--- src/common/spq_pkg.sv ---
// shared constants and types of the stepper phase sequencer
`default_nettype none
package spq_pkg;
    // ------------------------------------------------------------
    // clock and timing
    // ------------------------------------------------------------
    localparam int CLK_MHZ          = 100;
    localparam int RST_SETTLE_US    = 10;
    localparam int RST_SETTLE_CYC   = RST_SETTLE_US * CLK_MHZ;
    localparam int SETTLE_W         = 10;

    // ------------------------------------------------------------
    // synchronised pin bundle
    // ------------------------------------------------------------
    localparam int SYNC_W           = 10;
    localparam int PIN_STEP_CLK     = 0;
    localparam int PIN_DIR          = 1;
    localparam int PIN_ENABLE       = 2;
    localparam int PIN_MODE_A       = 3;
    localparam int PIN_MODE_B       = 4;
    localparam int PIN_EDGE_SEL     = 5;
    localparam int PIN_RESET_N      = 6;
    localparam int PIN_OPEN_TERM    = 7;
    localparam int PIN_OVER_CUR     = 8;
    localparam int PIN_OVER_HEAT    = 9;

    // ------------------------------------------------------------
    // phase position and drive pattern
    // ------------------------------------------------------------
    localparam int POS_W            = 5;
    localparam logic [4:0] POS_RESET = 5'h04;
    localparam logic [3:0] DRIVE_OFF = 4'h0;
    localparam logic [4:0] INC_TWO_PHASE = 5'h08;
    localparam logic [4:0] INC_ONE_TWO   = 5'h04;
    localparam logic [4:0] INC_W_ONE_TWO = 5'h02;
    localparam logic [4:0] INC_2W_ONE_TWO = 5'h01;

    // fault type codes shown on the fault type level output
    localparam logic [1:0] FTYPE_NONE = 2'h0;
    localparam logic [1:0] FTYPE_OPEN = 2'h1;
    localparam logic [1:0] FTYPE_OVERCUR = 2'h2;
    localparam logic [1:0] FTYPE_OVERHEAT = 2'h3;

    // ------------------------------------------------------------
    // apb register map
    // ------------------------------------------------------------
    localparam int ADDR_W           = 8;
    localparam logic [7:0] REG_CTRL    = 8'h00;
    localparam logic [7:0] REG_STATUS  = 8'h04;
    localparam logic [7:0] REG_STEPCNT = 8'h08;
    localparam int CTRL_INHIBIT_BIT = 0;
    localparam int CTRL_CNTCLR_BIT  = 1;
    localparam logic CTRL_INHIBIT_RESET = 1'b0;
    localparam logic [15:0] STEPCNT_RESET = 16'h0000;

    typedef enum logic [2:0] {
        SPQ_RUN     = 3'b001,
        SPQ_HOLD    = 3'b010,
        SPQ_FAULTED = 3'b100
    } spq_state_t;
endpackage
`default_nettype wire

--- src/common/spq_sync_if.sv ---
// bundle of raw pins and their synchronised copies
`default_nettype none
interface spq_sync_if;
    logic [spq_pkg::SYNC_W-1:0] raw;
    logic [spq_pkg::SYNC_W-1:0] clean;
    modport user   (output raw, input clean);
    modport syncer (input raw, output clean);
endinterface
`default_nettype wire

--- src/core/spq_sync.sv ---
// two flip-flop synchroniser for the asynchronous control pins
`default_nettype none
module spq_sync (
    input  wire logic   clk,
    input  wire logic   sys_rst,
    spq_sync_if.syncer  link
);
    logic [spq_pkg::SYNC_W-1:0] stage1;
    logic [spq_pkg::SYNC_W-1:0] stage2;

    // first stage feeds only the second stage
    always_ff @(posedge clk)
    begin
        if (sys_rst)
        begin
            stage1 <= '0;
            stage2 <= '0;
        end
        else
        begin
            stage1 <= link.raw;
            stage2 <= stage1;
        end
    end

    assign link.clean = stage2;
endmodule
`default_nettype wire

--- src/core/spq_sequencer.sv ---
// stepper phase sequencer: step edges, direction, enable, fault latches, apb
//
// Operation
// controller pulses step clock per step
// edge select 1: step on rising edge only
// edge select 0: step on both edges
// direction 0 clockwise, 1 counterclockwise
// direction stable 7us around step edges
// mode selects stable 7us around edges
// step clock at most 20/50 kHz
// pulse widths at least 20/10 us
// both-edge duty between 40 and 50 percent
// enable low forces all drives off
// enable low freezes state, ignores inputs
// controller slows steps before stopping
// power-on and pin reset both initialise
// wait 10us after reset before stepping
// open-drain any-fault flag low on fault
// fault type shown as three levels
// faults latch and turn drives off
// only reset clears a latched fault
// monitor output toggles with phase progress
// latched fault blocks stepping and drives
// mode picks step size, phase kept
`default_nettype none
module spq_sequencer (
    input  wire logic        clk,
    input  wire logic        sys_rst,
    input  wire logic        stepClock,
    input  wire logic        rotation_direction_select,
    input  wire logic        enable,
    input  wire logic        excitation_select_a,
    input  wire logic        excitation_select_b,
    input  wire logic        clock_edge_select,
    input  wire logic        system_reset_n,
    input  wire logic        openTerminalDetect,
    input  wire logic        overCurrentDetect,
    input  wire logic        overHeatDetect,
    output logic [3:0]       phaseDrive,
    output logic             any_fault_flag_n_out,
    output logic             any_fault_flag_n_oe,
    output logic [1:0]       fault_type_level,
    output logic             excitation_monitor_out,
    input  wire logic        psel,
    input  wire logic        penable,
    input  wire logic        pwrite,
    input  wire logic [7:0]  paddr,
    input  wire logic [31:0] pwdata,
    output logic [31:0]      prdata,
    output logic             pready,
    output logic             pslverr
);
    // ------------------------------------------------------------
    // pin synchronisation
    // ------------------------------------------------------------
    spq_sync_if pins ();

    assign pins.raw = {overHeatDetect, overCurrentDetect, openTerminalDetect,
                       system_reset_n, clock_edge_select, excitation_select_b,
                       excitation_select_a, enable, rotation_direction_select,
                       stepClock};

    spq_sync u_sync (
        .clk     (clk),
        .sys_rst (sys_rst),
        .link    (pins.syncer)
    );

    logic stepSync;
    logic dirSync;
    logic enSync;
    logic modeASync;
    logic modeBSync;
    logic edgeSync;
    logic resetNSync;
    logic openSync;
    logic overCurSync;
    logic overHeatSync;

    assign stepSync     = pins.clean[spq_pkg::PIN_STEP_CLK];
    assign dirSync      = pins.clean[spq_pkg::PIN_DIR];
    assign enSync       = pins.clean[spq_pkg::PIN_ENABLE];
    assign modeASync    = pins.clean[spq_pkg::PIN_MODE_A];
    assign modeBSync    = pins.clean[spq_pkg::PIN_MODE_B];
    assign edgeSync     = pins.clean[spq_pkg::PIN_EDGE_SEL];
    assign resetNSync   = pins.clean[spq_pkg::PIN_RESET_N];
    assign openSync     = pins.clean[spq_pkg::PIN_OPEN_TERM];
    assign overCurSync  = pins.clean[spq_pkg::PIN_OVER_CUR];
    assign overHeatSync = pins.clean[spq_pkg::PIN_OVER_HEAT];

    // ------------------------------------------------------------
    // system reset
    // ------------------------------------------------------------
    logic coreRst;

    // either the power-on reset or the reset pin clears the core
    assign coreRst = sys_rst | ~resetNSync;

    // ------------------------------------------------------------
    // step edge detection
    // ------------------------------------------------------------
    logic stepPrev;
    logic stepRise;
    logic stepFall;
    logic anyFault;
    logic stepFire;

    // tracked even while disabled so a level change then is no step later
    always_ff @(posedge clk)
    begin
        if (coreRst)
            stepPrev <= 1'b0;
        else
            stepPrev <= stepSync;
    end

    assign stepRise = stepSync & ~stepPrev;
    assign stepFall = ~stepSync & stepPrev;
    assign stepFire = enSync & ~anyFault &
                      (stepRise | (stepFall & ~edgeSync));

    // ------------------------------------------------------------
    // control state
    // ------------------------------------------------------------
    spq_pkg::spq_state_t state;
    spq_pkg::spq_state_t next_state;

    always_comb
    begin
        if (anyFault)
            next_state = spq_pkg::SPQ_FAULTED;
        else if (!enSync)
            next_state = spq_pkg::SPQ_HOLD;
        else
            next_state = spq_pkg::SPQ_RUN;
    end

    always_ff @(posedge clk)
    begin
        if (coreRst)
            state <= spq_pkg::SPQ_HOLD;
        else
            state <= next_state;
    end

    // ------------------------------------------------------------
    // phase position
    // ------------------------------------------------------------
    logic [4:0] pos;
    logic [4:0] stepSize;
    logic [4:0] next_pos;

    // step size per mode; position is never realigned on a mode change
    always_comb
    begin
        unique case ({modeBSync, modeASync})
            2'b00: stepSize = spq_pkg::INC_TWO_PHASE;
            2'b01: stepSize = spq_pkg::INC_ONE_TWO;
            2'b10: stepSize = spq_pkg::INC_W_ONE_TWO;
            2'b11: stepSize = spq_pkg::INC_2W_ONE_TWO;
        endcase
    end

    always_comb
    begin
        if (dirSync)
            next_pos = pos - stepSize;
        else
            next_pos = pos + stepSize;
    end

    always_ff @(posedge clk)
    begin
        if (coreRst)
            pos <= spq_pkg::POS_RESET;
        else if (stepFire)
            pos <= next_pos;
    end

    // ------------------------------------------------------------
    // fault latches
    // ------------------------------------------------------------
    logic faultOpen;
    logic faultOverCur;
    logic faultOverHeat;

    // sticky until reset, whatever the detector does afterwards
    always_ff @(posedge clk)
    begin
        if (coreRst)
        begin
            faultOpen     <= 1'b0;
            faultOverCur  <= 1'b0;
            faultOverHeat <= 1'b0;
        end
        else
        begin
            faultOpen     <= faultOpen | openSync;
            faultOverCur  <= faultOverCur | overCurSync;
            faultOverHeat <= faultOverHeat | overHeatSync;
        end
    end

    assign anyFault = faultOpen | faultOverCur | faultOverHeat;

    // first fault decides the type; simultaneous ones by priority
    always_ff @(posedge clk)
    begin
        if (coreRst)
            fault_type_level <= spq_pkg::FTYPE_NONE;
        else if (fault_type_level == spq_pkg::FTYPE_NONE)
        begin
            if (openSync)
                fault_type_level <= spq_pkg::FTYPE_OPEN;
            else if (overCurSync)
                fault_type_level <= spq_pkg::FTYPE_OVERCUR;
            else if (overHeatSync)
                fault_type_level <= spq_pkg::FTYPE_OVERHEAT;
        end
    end

    // open drain: only ever pulls low
    assign any_fault_flag_n_out = 1'b0;
    assign any_fault_flag_n_oe  = anyFault;

    // ------------------------------------------------------------
    // drive outputs and monitor
    // ------------------------------------------------------------
    logic       ctrlInhibit;
    logic [3:0] pattern;

    // drive bits {bb, b, ab, a} by half-step sector
    always_comb
    begin
        unique case (pos[4:2])
            3'h0: pattern = 4'h1;
            3'h1: pattern = 4'h5;
            3'h2: pattern = 4'h4;
            3'h3: pattern = 4'h6;
            3'h4: pattern = 4'h2;
            3'h5: pattern = 4'hA;
            3'h6: pattern = 4'h8;
            3'h7: pattern = 4'h9;
        endcase
    end

    always_ff @(posedge clk)
    begin
        if (coreRst)
            phaseDrive <= spq_pkg::DRIVE_OFF;
        else if (!enSync || anyFault || ctrlInhibit)
            phaseDrive <= spq_pkg::DRIVE_OFF;
        else
            phaseDrive <= pattern;
    end

    // toggles once per half turn of the table, so rate follows the mode
    always_ff @(posedge clk)
    begin
        if (coreRst)
            excitation_monitor_out <= spq_pkg::POS_RESET[4];
        else
            excitation_monitor_out <= pos[4];
    end

    // ------------------------------------------------------------
    // settle timer after reset and step counter
    // ------------------------------------------------------------
    logic [spq_pkg::SETTLE_W-1:0] settleCnt;
    logic                         settled;
    logic [15:0]                  stepCount;
    logic                         cntClear;

    // shows software when the far side may start stepping
    always_ff @(posedge clk)
    begin
        if (coreRst)
            settleCnt <= '0;
        else if (!settled)
            settleCnt <= settleCnt + 1'b1;
    end

    assign settled = (settleCnt == spq_pkg::SETTLE_W'(spq_pkg::RST_SETTLE_CYC - 1));

    // a step in the clear cycle still counts
    always_ff @(posedge clk)
    begin
        if (coreRst)
            stepCount <= spq_pkg::STEPCNT_RESET;
        else if (cntClear)
            stepCount <= {15'h0000, stepFire};
        else if (stepFire)
            stepCount <= stepCount + 16'h0001;
    end

    // ------------------------------------------------------------
    // apb slave, zero wait states
    // ------------------------------------------------------------
    logic mapped;
    logic wrAccess;
    logic rdSetup;

    assign mapped   = (paddr == spq_pkg::REG_CTRL) || (paddr == spq_pkg::REG_STATUS) ||
                      (paddr == spq_pkg::REG_STEPCNT);
    assign pready   = 1'b1;
    assign pslverr  = psel & penable & ~mapped;
    assign wrAccess = psel & penable & pwrite & mapped;
    assign rdSetup  = psel & ~penable & ~pwrite;
    assign cntClear = wrAccess && (paddr == spq_pkg::REG_CTRL) &&
                      pwdata[spq_pkg::CTRL_CNTCLR_BIT];

    always_ff @(posedge clk)
    begin
        if (sys_rst)
            ctrlInhibit <= spq_pkg::CTRL_INHIBIT_RESET;
        else if (wrAccess && (paddr == spq_pkg::REG_CTRL))
            ctrlInhibit <= pwdata[spq_pkg::CTRL_INHIBIT_BIT];
    end

    // read data is captured in the setup cycle, valid through the access
    always_ff @(posedge clk)
    begin
        if (sys_rst)
            prdata <= 32'h00000000;
        else if (rdSetup)
        begin
            unique case (paddr)
                spq_pkg::REG_CTRL:    prdata <= {31'h00000000, ctrlInhibit};
                spq_pkg::REG_STATUS:  prdata <= {13'h0000, state, settled,
                                                 excitation_monitor_out, enSync,
                                                 fault_type_level, faultOverHeat,
                                                 faultOverCur, faultOpen, 3'h0, pos};
                spq_pkg::REG_STEPCNT: prdata <= {16'h0000, stepCount};
                default:              prdata <= 32'h00000000;
            endcase
        end
    end

    // ------------------------------------------------------------
    // checks
    // ------------------------------------------------------------
    disabled_drive_off_a: assert property (
        @(posedge clk) disable iff (coreRst)
        !enSync |=> phaseDrive == spq_pkg::DRIVE_OFF)
        else $error("drives active while disabled");

    disabled_freeze_a: assert property (
        @(posedge clk) disable iff (coreRst)
        (!enSync && $past(!enSync)) |=> pos == $past(pos))
        else $error("position moved while disabled");

    rise_step_a: assert property (
        @(posedge clk) disable iff (coreRst)
        (enSync && !anyFault && stepRise && !dirSync)
        |=> pos == 5'($past(pos) + $past(stepSize)))
        else $error("rising edge did not advance clockwise");

    reverse_step_a: assert property (
        @(posedge clk) disable iff (coreRst)
        (enSync && !anyFault && stepRise && dirSync)
        |=> pos == 5'($past(pos) - $past(stepSize)))
        else $error("counterclockwise step wrong");

    fall_ignored_a: assert property (
        @(posedge clk) disable iff (coreRst)
        (edgeSync && stepFall) |=> $stable(pos))
        else $error("falling edge stepped in rising-only mode");

    fall_step_a: assert property (
        @(posedge clk) disable iff (coreRst)
        (!edgeSync && stepFall && enSync && !anyFault) |=> !$stable(pos))
        else $error("falling edge missed in both-edge mode");

    fault_sticky_a: assert property (
        @(posedge clk) disable iff (sys_rst)
        (anyFault && resetNSync) |=> anyFault)
        else $error("fault latch dropped without reset");

    fault_blocks_a: assert property (
        @(posedge clk) disable iff (coreRst)
        anyFault |=> (phaseDrive == spq_pkg::DRIVE_OFF) && $stable(pos))
        else $error("drive or step during fault");

    flag_pull_a: assert property (
        @(posedge clk) disable iff (coreRst)
        $rose(anyFault) |-> any_fault_flag_n_oe && !any_fault_flag_n_out
                            && (fault_type_level != spq_pkg::FTYPE_NONE))
        else $error("fault flag or type not shown");

    type_open_a: assert property (
        @(posedge clk) disable iff (coreRst)
        (openSync && fault_type_level == spq_pkg::FTYPE_NONE)
        |=> fault_type_level == spq_pkg::FTYPE_OPEN)
        else $error("open terminal type not reported");

    reset_clear_a: assert property (
        @(posedge clk)
        coreRst |=> !anyFault && (fault_type_level == spq_pkg::FTYPE_NONE))
        else $error("reset did not clear faults");

    monitor_track_a: assert property (
        @(posedge clk) disable iff (coreRst)
        ##1 excitation_monitor_out == $past(pos[4]))
        else $error("monitor does not follow phase");
endmodule
`default_nettype wire

--- config.mk ---
export PLATFORM = sky130hd
export DESIGN_NAME = spq_sequencer
export DESIGN_NICKNAME = d
export VERILOG_FILES = /design/src/common/spq_pkg.sv /design/src/common/spq_sync_if.sv /design/src/core/spq_sync.sv /design/src/core/spq_sequencer.sv
export SDC_FILE = /design/constraint.sdc
export NUM_CORES = 1
export LEC_CHECK = 0
export BUFFER_PORTS_ARGS = -buffer_cell sky130_fd_sc_hd__buf_2
export CORE_UTILIZATION = 47
export CTS_CLUSTER_DIAMETER = 200
export DETAILED_ROUTE_END_ITERATION = 16
export PLACE_DENSITY = 0.75
export SETUP_SLACK_MARGIN = 0.5
export SYNTH_ARGS = -nofsm -noshare
export SYNTH_HDL_FRONTEND = slang
export SYNTH_SLANG_ARGS = --single-unit
--- constraint.sdc ---
create_clock -name clk -period 1.7 [get_ports clk]
set_input_delay 0.085 -clock clk [delete_from_list [all_inputs] [get_ports clk]]
set_output_delay 0.085 -clock clk [all_outputs]
set_load 0.005 [all_outputs]
* Word level (Yosys, flattened, before mapping)
Memory sizes are Yosys's and may differ from the RTL's. A register that Yosys moved wholly into a read port is not among the register bits.
Cells that the tools add are included.
W data, S select, Z words.
** Operators by class
- $add $sub $neg :: 4
- Equality and inequality tests :: 6
- Multiplexer cells :: 10
- Bitwise gates (word level) :: 26
- Reductions and logical operators :: 16
** Operators by type and width (count)
- $pmux W19 S3 :: 1
- $pmux W5 S4 :: 1
- $add A16 B1 Y16 const B :: 1
- $and A1 B1 Y1 :: 11
- $add A10 B1 Y10 const B :: 1
- $eq A10 B10 Y1 const B :: 1
- $eq A8 B3 Y1 const B :: 1
- $eq A8 B4 Y1 const B :: 1
- $logic_not A8 Y1 :: 1
- $mux W2 :: 4
- $not A1 Y1 :: 8
- $or A1 B1 Y1 :: 7
- $reduce_or A2 Y1 :: 3
- $add A5 B5 Y5 :: 1
- $mux W5 :: 1
- $sub A5 B5 Y5 :: 1
- $eq A2 B2 Y1 const B :: 2
- $logic_not A2 Y1 :: 2
- $logic_or A1 B1 Y1 :: 4
- $mux W3 :: 1
- $reduce_bool A3 Y1 :: 1
- $eq A2 B1 Y1 const B :: 1
- $logic_and A1 B1 Y1 :: 2
- $mux W1 :: 2
- 3 further kinds :: 3
** Word-level totals
- Flip-flop bits (word level) :: 94
- Memory bits (read-only) :: 32
- Input bits :: 55
- Output and inout port bits :: 43
- Logic and storage cells :: 79
- Memories kept :: 1
** Memories
- (name not given) :: depth 8, bits a word 4, read ports 1, clocked after memory_dff 1, write ports 0, line spq_sequencer.sv:235 : unique case (pos[4:2])

* Logic depth before layout (Yosys ltp)
Gate-level depths: netlist of the first run.
- Depth after elaboration :: 7
- Mapped depth :: 8
- Mapped depth without buffers :: 8

* Modules after synthesis
From an unflattened synthesis of the first run, not the netlist that was laid out.
** Unflattened totals
- Cells, all modules :: 415
- Area, all modules :: 3781.1 um^2
** By module, submodules not included
- spq_sequencer :: instances 1, cells an instance 373, area an instance 3163.0 um^2, sequential area each 1301.2 um^2
- spq_sync :: instances 1, cells an instance 42, area an instance 618.1 um^2, sequential area each 400.4 um^2

* Least setup slack after synthesis of the first run
No wires, ideal clock.
- Kind :: flip-flop to flip-flop
- Start :: reg u_sync.stage2, in the netlist u_sync.link.clean[4]
- End :: reg pos[4]
- Library setup time :: 0.147 ns
- Data arrival time :: 1.735 ns
- Data required time :: 1.553 ns
- Path slack :: -0.183 ns
- Cell stages (with the launch flop) :: 8
- Path buffers :: 0
- Clock period less this slack :: 1.883 ns
- Cell sequence :: dfxtp_1 -> and2_1 -> ha_1 -> fa_1 -> nand2b_1 -> a21o_1 -> a221oi_1 -> o311ai_0
** Between the ends
- Cells in the longest elaborated chain, start to end :: 4
** RTL lines
- start: declaration :: line spq_sync.sv:9 : logic [spq_pkg::SYNC_W-1:0] stage2;
- start signal: assignment :: line spq_sync.sv:22 : stage2 <= stage1;
- $eq A2 B2 Y1, or another cell as far along :: line spq_sequencer.sv:156 : unique case ({modeBSync, modeASync})
- $pmux W5 S4 (*) :: line spq_sequencer.sv:156
- $add A5 B5 Y5 or $sub A5 B5 Y5 (tied branches) :: line spq_sequencer.sv:169, spq_sequencer.sv:167
- $mux W5 (*) :: line spq_sequencer.sv:166 : if (dirSync)
- end signal: assignment :: line spq_sequencer.sv:175 : pos <= spq_pkg::POS_RESET;
- end signal: assignment :: line spq_sequencer.sv:177 : pos <= next_pos;
- end: declaration :: line spq_sequencer.sv:149 : logic [4:0] pos;
Every way passes the cells marked *; elsewhere a longest branch is shown, timed or not. The select of a mux whose other input is x is not followed.
A chain may end at the register's enable or synchronous reset.

* Worst setup path after layout of the first run
Ends and elaborated chain as after synthesis.

==> results of run 1 <==
layer usage:
| metal | share of wire | wire length [µm] |
|---|---|---|
| met5 | 0 | 0 |
| met4 | 0.016 | 142 |
| met3 | 0.042 | 378 |
| met2 | 0.51 | 4596 |
| met1 | 0.43 | 3843 |
registers in the layout, indices dropped and copies added (netlist names), 2 cells and up:
| register | cells |
|---|---|
| u_sync.link.clean | 10 |
| stepCount | 16 |
| settleCnt | 10 |
| u_sync.stage1 | 10 |
| fault_type_level | 2 |
| state | 3 |
| prdata | 19 |
| phaseDrive | 4 |
| pos | 5 |
worst min-delay path, delay by kind of cell:
kind / cells / cell delay [ns]
AND/OR/NAND/NOR: 1 / 0.08
AO/OA/AOI/OAI: 1 / 0.10
buffers and inverters: 1 / 0.11
stage by stage:
step           TNS (ns)  total power (W)
2_1_floorplan   -0.1063         0.002205
4_1_cts         -0.1279         0.003744
3_5_place_dp    -0.1765         0.002263
5_1_grt         -0.3257         0.003904
3_3_place_gp   -0.06755         0.002254
6_report        -0.1240         0.003752
logic make-up (layout without fill, tap and decap cells):
group,after synthesis,in the layout,share of synthesized area
AND/OR/NAND/NOR,176,176,0.2611
buffers and inverters,41,142,0.05712
adder cells (fa/ha/maj),7,7,0.02584
other,2,15,0.002041
multiplexers,6,6,0.01666
AO/OA/AOI/OAI,79,79,0.1438
flip-flops,85,85,0.4624
XOR/XNOR,13,13,0.03094
power by group through the flow:
stage	registers (W)	logic, W	clock network, W
after floorplan	0.00207	0.000137	0
after global placement	0.00207	0.000186	0
after detailed placement	0.00207	0.000194	0
after CTS	0.00202	0.000241	0.00148
after global routing	0.00202	0.000297	0.00158
final	0.00202	0.000272	0.00146
cells in the final DEF, fill, tap and decap left out, types with 8 or more instances in the layout:
cell / count
dlygate4sd3_1: 11
nand2_1: 35
o21ai_0: 10
dfxtp_1: 74
buf_2: 51
nand3_1: 19
a22o_1: 10
buf_4: 34
buf_6: 22
a21oi_1: 24
nand4_1: 15
conb_1: 15
xor2_1: 9
dfxtp_2: 8
nor2b_1: 24
clkbuf_8: 10
nor2_1: 31
area by class of cell:
cell class	instances	area [µm²]
clock buffer	10	137.6
clock inverter	6	70.07
fill	563	2354
inverter	8	32.53
multi-input combinational	296	2100
sequential	85	1723
tap	99	123.9
timing repair buffer	118	868.3
how the worst min path moves through the flow:
stage,cells after the start,end,start,slack (ns)
after CTS,3,fault_type_level[0],sys_rst,0.06
after global placement,2,u_sync.stage1[4],excitation_select_b,0.29
after floorplan,1,u_sync.stage1[0],stepClock,0.21
after global routing,3,fault_type_level[0],sys_rst,0.09
after detailed placement,2,u_sync.stage1[2],enable,0.30
final,3,fault_type_level[0],sys_rst,0.07
repair_timing:
item,in CTS,in global routing
pin swaps,24,19
setup endpoints to repair,32,36
gates cloned,0,0
resized for setup,42,36
buffers inserted,15,9
hold buffers,11,0
hold endpoints to repair,11,0
==> results.json, run 1 <==
{
  "worstRegToRegCells": 7,
  "die-area_mm2": 0.008188,
  "ios": 98,
  "reg2reg_to": "pos[4]",
  "place_area_mm2": 0.004233,
  "final-instance-count-excl-fill": 622,
  "grt_pass1_vias": 3195,
  "first_iter_violations": 209,
  "initial_utilization": 0.4967,
  "hold_ws_ns": 0.06729,
  "max_freq_ghz": 0.5482,
  "synth_flop_cell": "dfxtp_1",
  "status": "finished with violations",
  "use_met1": 0.2624,
  "core-area_mm2": 0.007408,
  "cts_tree": "built",
  "wirelength_um": 8961,
  "cp.required_ns": 1.92,
  "ys.warnings.count": 0,
  "cts.clk_slew.worst_paths_ns": 0.08,
  "clock-sinks": 85,
  "cp-end-kind": "flip-flop",
  "period_minus_slack_ns": 1.824,
  "vias": 3311,
  "grt_usage": 0.2174,
  "io_buffers": 52,
  "leakage_nw": 1.980,
  "max_cap_violations": 0,
  "place_ws_ns": -0.1506,
  "avgViaCountPerCell": 5.323,
  "htreeDepth": 3,
  "placed_cells": 571,
  "cp_cell_sequence": "and2_4, ha_4, fa_2, nand2b_4, a21o_1, a221oi_2, o311ai_1",
  "antenna_found_initial": 0,
  "grt_max_degree": 42,
  "ys_seq_area_frac": 0.4624,
  "die_w_um": 90.49,
  "crit_family": "compound AO/OA/AOI/OAI gates",
  "ys_seq_elements": 85,
  "use_met2": 0.3693,
  "path_buf_inv": 0,
  "hold_path_class": "primary input to flip-flop",
  "place.gp.congestion": 0.8465,
  "finalSetupViolations": 1,
  "avgSynthCellArea_um2": 8.997,
  "rows": 31,
  "rsz0062_at_grt": "yes",
  "synth_top_area_frac": 0.4624,
  "drive_gt1_frac": 0.3652,
  "grt_overflow": 0,
  "crit_arrival_ns": 2.04,
  "wire_per_inst_um": 14.41,
  "switching_power_w": 0.0008749,
  "path_depth": 7,
  "vdd_drop_max_mv": 0.5930,
  "synthCells": 409,
  "layout.nets": 580,
  "rr_startpoint": "u_sync.link.clean[4]",
  "fin_util": 0.6823,
  "drc": 0,
  "maxSlewViolCount": 0,
  "clock_power_share": 0.389,
  "hold_violations": 0,
  "busiest_layer": "met2",
  "crit_path_end": "pos[4]",
  "dp_hpwl_um": 5832,
  "p_int_w": 0.002877,
  "clock_skew_ns": 0.004014,
  "cts-root-buf": "clkbuf_8",
  "grt_use_met3": 0.04630,
  "syn_area_mm2": 0.003680,
  "powerDensity_mw_per_mm2": 742.2,
  "violations": "negative setup slack",
  "cts_buffer_depth": 2,
  "combPwrFrac": 0.072,
  "stdcell_area_mm2": 0.005055,
  "cts_inserted_buffers": 9,
  "synthArstFlopShare": 0,
  "insertion_delay_ns": 0.35,
  "yosysUniqueCellTypes": 52,
  "slowest_delay_ns": 0.34,
  "crit_fanout": 3,
  "startpoint": "u_sync.link.clean[4]",
  "synth_top_cells_by_count": "dfxtp_1, nand2_1, nor2_1, a21oi_1, nor2b_1",
  "setup_ws_ns": -0.1240,
  "finalCritPeriodShare": 1.073,
  "start_kind": "flip-flop",
  "synth_edf_count": 0,
  "rrSetupSlack_ns": -0.12,
  "drt-pass1-iter-count": 5,
  "grt_pass1_wl_um": 14320,
  "area.growth.synth_to_final_pct": 37.37,
  "crit_type": "flip-flop to flip-flop",
  "synth_largest_area_cell": "dfxtp_1",
  "synthMostInstantiatedCell": "dfxtp_1",
  "synth.area.top_cells": "dfxtp_1, nor2b_1, a21oi_1, nand2_1, nor2_1",
  "crit_path_top_delay_cell": "fa_2",
  "fp.dieH_um": 90.49,
  "num_antenna_cells": 0,
  "power_switching_share": 0.2332,
  "seqPwrFrac": 0.539,
  "ant_nets": 0
}
(Power assumes the default switching activity.)
==> inputs of run 2 (changes only) <==
SKIP_LAST_GASP = 1   (was not set)
==> run 2 against run 1 <==
Net effect:
- the flow still finishes with violations (negative setup slack)
- register-to-register slack worse by 0.03 ns
- via count up 2.2%
- cell area fell by 0.45%
- flip-flop and latch count is the same
- clock skew grew 0.0022 ns
- count of clock-buffer cells in the layout did not move
- final cell count up 0.16%
- critical endpoint unchanged
- largest cell class unchanged
- largest power group unchanged
==> results.json, run 2 (synthesized netlist as in run 1, its figures left out) <==
{
  "placed_cells": 571,
  "die_w_um": 90.49,
  "status": "finished with violations",
  "worstRegToRegCells": 7,
  "wire_per_inst_um": 14.56,
  "final-instance-count-excl-fill": 623,
  "cp-end-kind": "flip-flop",
  "fin_util": 0.6793,
  "clock_skew_ns": 0.006242,
  "vdd_drop_max_mv": 0.5873,
  "period_minus_slack_ns": 1.856,
  "finalCritPeriodShare": 1.092,
  "place.gp.congestion": 0.8465,
  "final_common_cell": "dfxtp_1",
  "rr_startpoint": "u_sync.link.clean[4]",
  "crit_arrival_ns": 2.07,
  "final.fill_count": 567,
  "cts_tree": "built",
  "leakage_nw": 1.974,
  "rsz0062_at_grt": "yes",
  "switching_power_w": 0.0008717,
  "dp_hpwl_um": 5832,
  "p_int_w": 0.002875,
  "powerDensity_mw_per_mm2": 744.5,
  "grt_usage": 0.2166,
  "crit_type": "flip-flop to flip-flop",
  "insertion_delay_ns": 0.35,
  "place_ws_ns": -0.1506,
  "top_regs": "prdata: 19 flops, stepCount: 16 flops",
  "wirelength_um": 9070,
  "power_switching_share": 0.2327,
  "finalSetupViolations": 5,
  "mostFrequentLayoutCells": "dfxtp_1, buf_2, buf_4, nand2_1, nor2_1",
  "cts.clk_slew.worst_paths_ns": 0.09,
  "hold_ws_ns": 0.06200,
  "grt_max_degree": 42,
  "start_kind": "flip-flop",
  "grt_overflow": 0,
  "reg2reg_to": "pos[4]",
  "multi_input_area_mm2": 0.002085,
  "htreeDepth": 3,
  "initial_utilization": 0.4967,
  "cts-root-buf": "clkbuf_8",
  "first_iter_violations": 203,
  "rrSetupSlack_ns": -0.16,
  "seqPwrFrac": 0.539,
  "cts_inserted_buffers": 9,
  "regArea_mm2": 0.001722,
  "grt_use_met3": 0.04966,
  "combPwrFrac": 0.072,
  "busiest_layer": "met2",
  "setup_ws_ns": -0.1559,
  "max_cap_violations": 0,
  "ant_nets": 0,
  "fp.dieH_um": 90.49,
  "top_register": "prdata",
  "core-area_mm2": 0.007408,
  "use_met1": 0.2632,
  "hold_path_class": "primary input to flip-flop",
  "layout.nets": 581,
  "cp.required_ns": 1.92,
  "rows": 31,
  "drive_gt1_frac": 0.3607,
  "vias": 3384,
  "crit_fanout": 3,
  "place_area_mm2": 0.004233,
  "avgViaCountPerCell": 5.432,
  "violations": "negative setup slack",
  "antenna_found_initial": 0,
  "grt_pass1_wl_um": 14310,
  "drc": 0,
  "hold_path_depth": 3,
  "max_freq_ghz": 0.5388,
  "area.growth.synth_to_final_pct": 36.76,
  "die-area_mm2": 0.008188,
  "largest_register_ff_count": 19,
  "stdcell_area_mm2": 0.005032,
  "min_from": "sys_rst",
  "maxSlewViolCount": 0,
  "clock-sinks": 85,
  "drt-pass1-iter-count": 4,
  "io_buffers": 52,
  "clock_power_share": 0.389,
  "grt_pass1_vias": 3197,
  "ios": 98,
  "num_antenna_cells": 0,
  "use_met2": 0.3655,
  "hold_violations": 0,
  "whs_endpoint": "fault_type_level[0]",
  "cts_buffer_depth": 2
}
-- run 2: cell type report --
type	count	area share
well taps	99	0.02461
clock buffers	10	0.02735
inverters	8	0.006464
repair buffers	119	0.1713
clock inverters	6	0.01392
multi-input cells	296	0.4142
flip-flops and latches	85	0.3421
-- run 2: through the flow --
step                      TNS [ns]  total power, W
after detailed placement   -0.1765        0.002263
final                      -0.3049        0.003746
after global placement    -0.06755        0.002254
after floorplan            -0.1063        0.002205
after global routing       -0.6299        0.003910
after CTS                  -0.1540        0.003742
-- run 2: power groups by stage --
stage          Clock [W]  Sequential [W]  Combinational [W]
3_5_place_dp           0         0.00207           0.000194
6_report         0.00146         0.00202           0.000270
4_1_cts          0.00148         0.00202           0.000239
2_1_floorplan          0         0.00207           0.000137
5_1_grt          0.00159         0.00202           0.000294
3_3_place_gp           0         0.00207           0.000186
-- run 2: worst max-delay path by stage --
stage | from | endpoint | slack [ns]
3_5_place_dp | u_sync.link.clean[4] | pos[4] | -0.15
3_3_place_gp | u_sync.link.clean[4] | pos[4] | -0.07
6_report | u_sync.link.clean[4] | pos[4] | -0.16
4_1_cts | u_sync.link.clean[4] | pos[4] | -0.15
2_1_floorplan | u_sync.link.clean[4] | pos[4] | -0.07
5_1_grt | u_sync.link.clean[4] | pos[4] | -0.21
-- run 2: metal layers --
| layer | vias up | share of wire |
|---|---|---|
| li1 | 1640 | - |
| met1 | 1611 | 0.43 |
| met2 | 116 | 0.50 |
| met3 | 17 | 0.043 |
| met5 | - | 0 |
| met4 | 0 | 0.021 |
-- run 2: timing repair --
| action | 4_1_cts | 5_1_grt |
|---|---|---|
| buffers inserted | 15 | 10 |
| pin swaps | 24 | 18 |
| gates cloned | 0 | 0 |
| hold endpoints to repair | 11 | 0 |
| setup endpoints to repair | 32 | 36 |
| hold buffers | 11 | 0 |
| resized for setup | 33 | 38 |
-- run 2: critical path, stage by stage (launching register included) --
cell      delay, ns
dfxtp_2        0.33
and2_1         0.15
ha_2           0.18
fa_2           0.35
nand2b_4       0.15
a21o_1         0.21
a221oi_2       0.24
o311ai_1       0.12
==> inputs of run 3 (changes only) <==
RECOVER_POWER = 100   (was not set)
==> run 3 against run 2 <==
Net effect:
- the flow still finishes with violations (negative setup slack)
- sequential share of layout area grew 0.44 points
- count of clock-buffer cells in the layout is the same
- setup slack is essentially flat
- critical path depth is the same
- total power shrank 0.19%
- global-route usage is the same
- critical path type unchanged
==> results.json, run 3 (synthesized netlist as in run 1, its figures left out) <==
{
  "status": "finished with violations",
  "violations": "negative setup slack",
  "place_ws_ns": -0.1506,
  "place.gp.congestion": 0.8465,
  "finalPower_w": 0.003739,
  "rrSetupSlack_ns": -0.16,
  "dp_hpwl_um": 5832,
  "first_iter_violations": 181,
  "area.growth.synth_to_final_pct": 34.82,
  "crit_type": "flip-flop to flip-flop",
  "fp.dieH_um": 90.49,
  "die_w_um": 90.49,
  "crit_fanout": 3,
  "vdd_drop_max_mv": 0.5854,
  "cp-end-kind": "flip-flop",
  "insertion_delay_ns": 0.35,
  "finalSetupViolations": 14,
  "clock-sinks": 85,
  "cts.clk_slew.worst_paths_ns": 0.08,
  "max_freq_ghz": 0.5387,
  "io_buffers": 52,
  "initial_utilization": 0.4967,
  "hold_violations": 0,
  "start_kind": "flip-flop",
  "drive_gt1_frac": 0.3263,
  "cts-root-buf": "clkbuf_8",
  "crit_arrival_ns": 2.07,
  "maxSlewViolCount": 0,
  "drt-pass1-iter-count": 4,
  "grt_pass1_wl_um": 14310,
  "grt_pass1_vias": 3197,
  "period_minus_slack_ns": 1.856,
  "powerDensity_mw_per_mm2": 753.7,
  "core-area_mm2": 0.007408,
  "layout.nets": 581,
  "ant_nets": 0,
  "max_cap_violations": 0,
  "hold_path_class": "primary input to flip-flop",
  "top_register": "prdata",
  "mostFrequentLayoutCells": "dfxtp_1, buf_2, nand2_1, nor2_1, buf_4",
  "cts_buffer_depth": 2,
  "antenna_found_initial": 0,
  "final.fill_count": 589,
  "leakage_nw": 1.910,
  "cts_inserted_buffers": 9,
  "clock_skew_ns": 0.01010,
  "htreeDepth": 3,
  "final_common_cell": "dfxtp_1",
  "rows": 31,
  "finalCritPeriodShare": 1.092,
  "cts_tree": "built",
  "avgViaCountPerCell": 5.404,
  "top_regs": "prdata: 19 flops, stepCount: 16 flops",
  "largest_register_ff_count": 19,
  "wire_per_inst_um": 14.59,
  "drc": 0,
  "rsz0062_at_grt": "yes",
  "num_antenna_cells": 0,
  "grt_max_degree": 42,
  "wirelength_um": 9087,
  "grt_usage": 0.2166,
  "die-area_mm2": 0.008188,
  "cp.required_ns": 1.92,
  "grt_overflow": 0,
  "setup_ws_ns": -0.1563,
  "max-slew-margin-rel": 0.5176,
  "max_slew.worst_pin.slew_ns": 0.7236,
  "vias": 3367,
  "ios": 98
}
run 3: layout make-up:
cell class                      instances  area (µm²)  share of cell area
Clock buffer                           10       137.6             0.02774
Tap cell                               99       123.9             0.02497
Timing Repair Buffer                  119       834.6              0.1682
Clock inverter                          6       70.07             0.01412
Inverter                                8       32.53            0.006557
Multi-Input combinational cell        296        2043              0.4119
Sequential cell                        85        1719              0.3465
run 3: what timing repair did:
item / 4_1_cts / 5_1_grt
hold buffers: 11 / 0
endpoints found under the setup margin: 32 / 36
pin swaps: 24 / 18
gates resized for setup: 33 / 38
hold endpoints to repair: 11 / 0
setup buffers: 15 / 10
run 3: final timing paths:
| path | start | to | cells past startpoint |
|---|---|---|---|
| hold / removal | sys_rst | fault_type_level[0] | 3 |
| setup reg to reg | u_sync.link.clean[4] | pos[4] | 7 |
| hold reg to reg | u_sync.stage1[4] | u_sync.link.clean[4] | 1 |
| setup / recovery | u_sync.link.clean[4] | pos[4] | 7 |
run 3: worst max-delay path: stages (launching register included):
cell and delay [ns]:
dfxtp_2 0.33, and2_1 0.15, ha_2 0.18, fa_2 0.35
nand2b_4 0.15, a21o_1 0.21, a221oi_2 0.24, o311ai_1 0.12
run 3: per-layer routing:
layer	GRT usage	vias to the layer above	share of wire
li1	-	1636	-
met1	0.2632	1586	0.42
met2	0.3655	127	0.50
met3	0.04966	18	0.058
met4	0.09274	0	0.022
met5	0	-	0
run 3: per-stage QoR:
| stage | instance area [µm²] | hold slack (ns) | util | setup TNS, ns | std cells |
|---|---|---|---|---|---|
| global route | 4961 | 0.1312 | 0.6697 | -2.070 | 623 |
| finish | 4961 | 0.1068 | 0.6697 | -0.7106 | 623 |
| floorplan | 3796 | 0.2132 | - | -0.1063 | 422 |
| global placement | 4233 | 0.2918 | 0.5714 | -0.06755 | 571 |
| detailed placement | 4233 | 0.3022 | 0.5714 | -0.1765 | 571 |
| CTS | 4800 | 0.05733 | 0.6479 | -0.1540 | 613 |
run 3: power by group:
part / switching, W / internal [W] / total, W / leakage [nW]
combinational: 0.000132 / 0.000128 / 0.000261 / 1.11
clock: 0.000726 / 0.000732 / 0.00146 / 0.107
sequential: 0.0000106 / 0.00201 / 0.00202 / 0.694
total: 0.000869 / 0.00287 / 0.00374 / 1.91
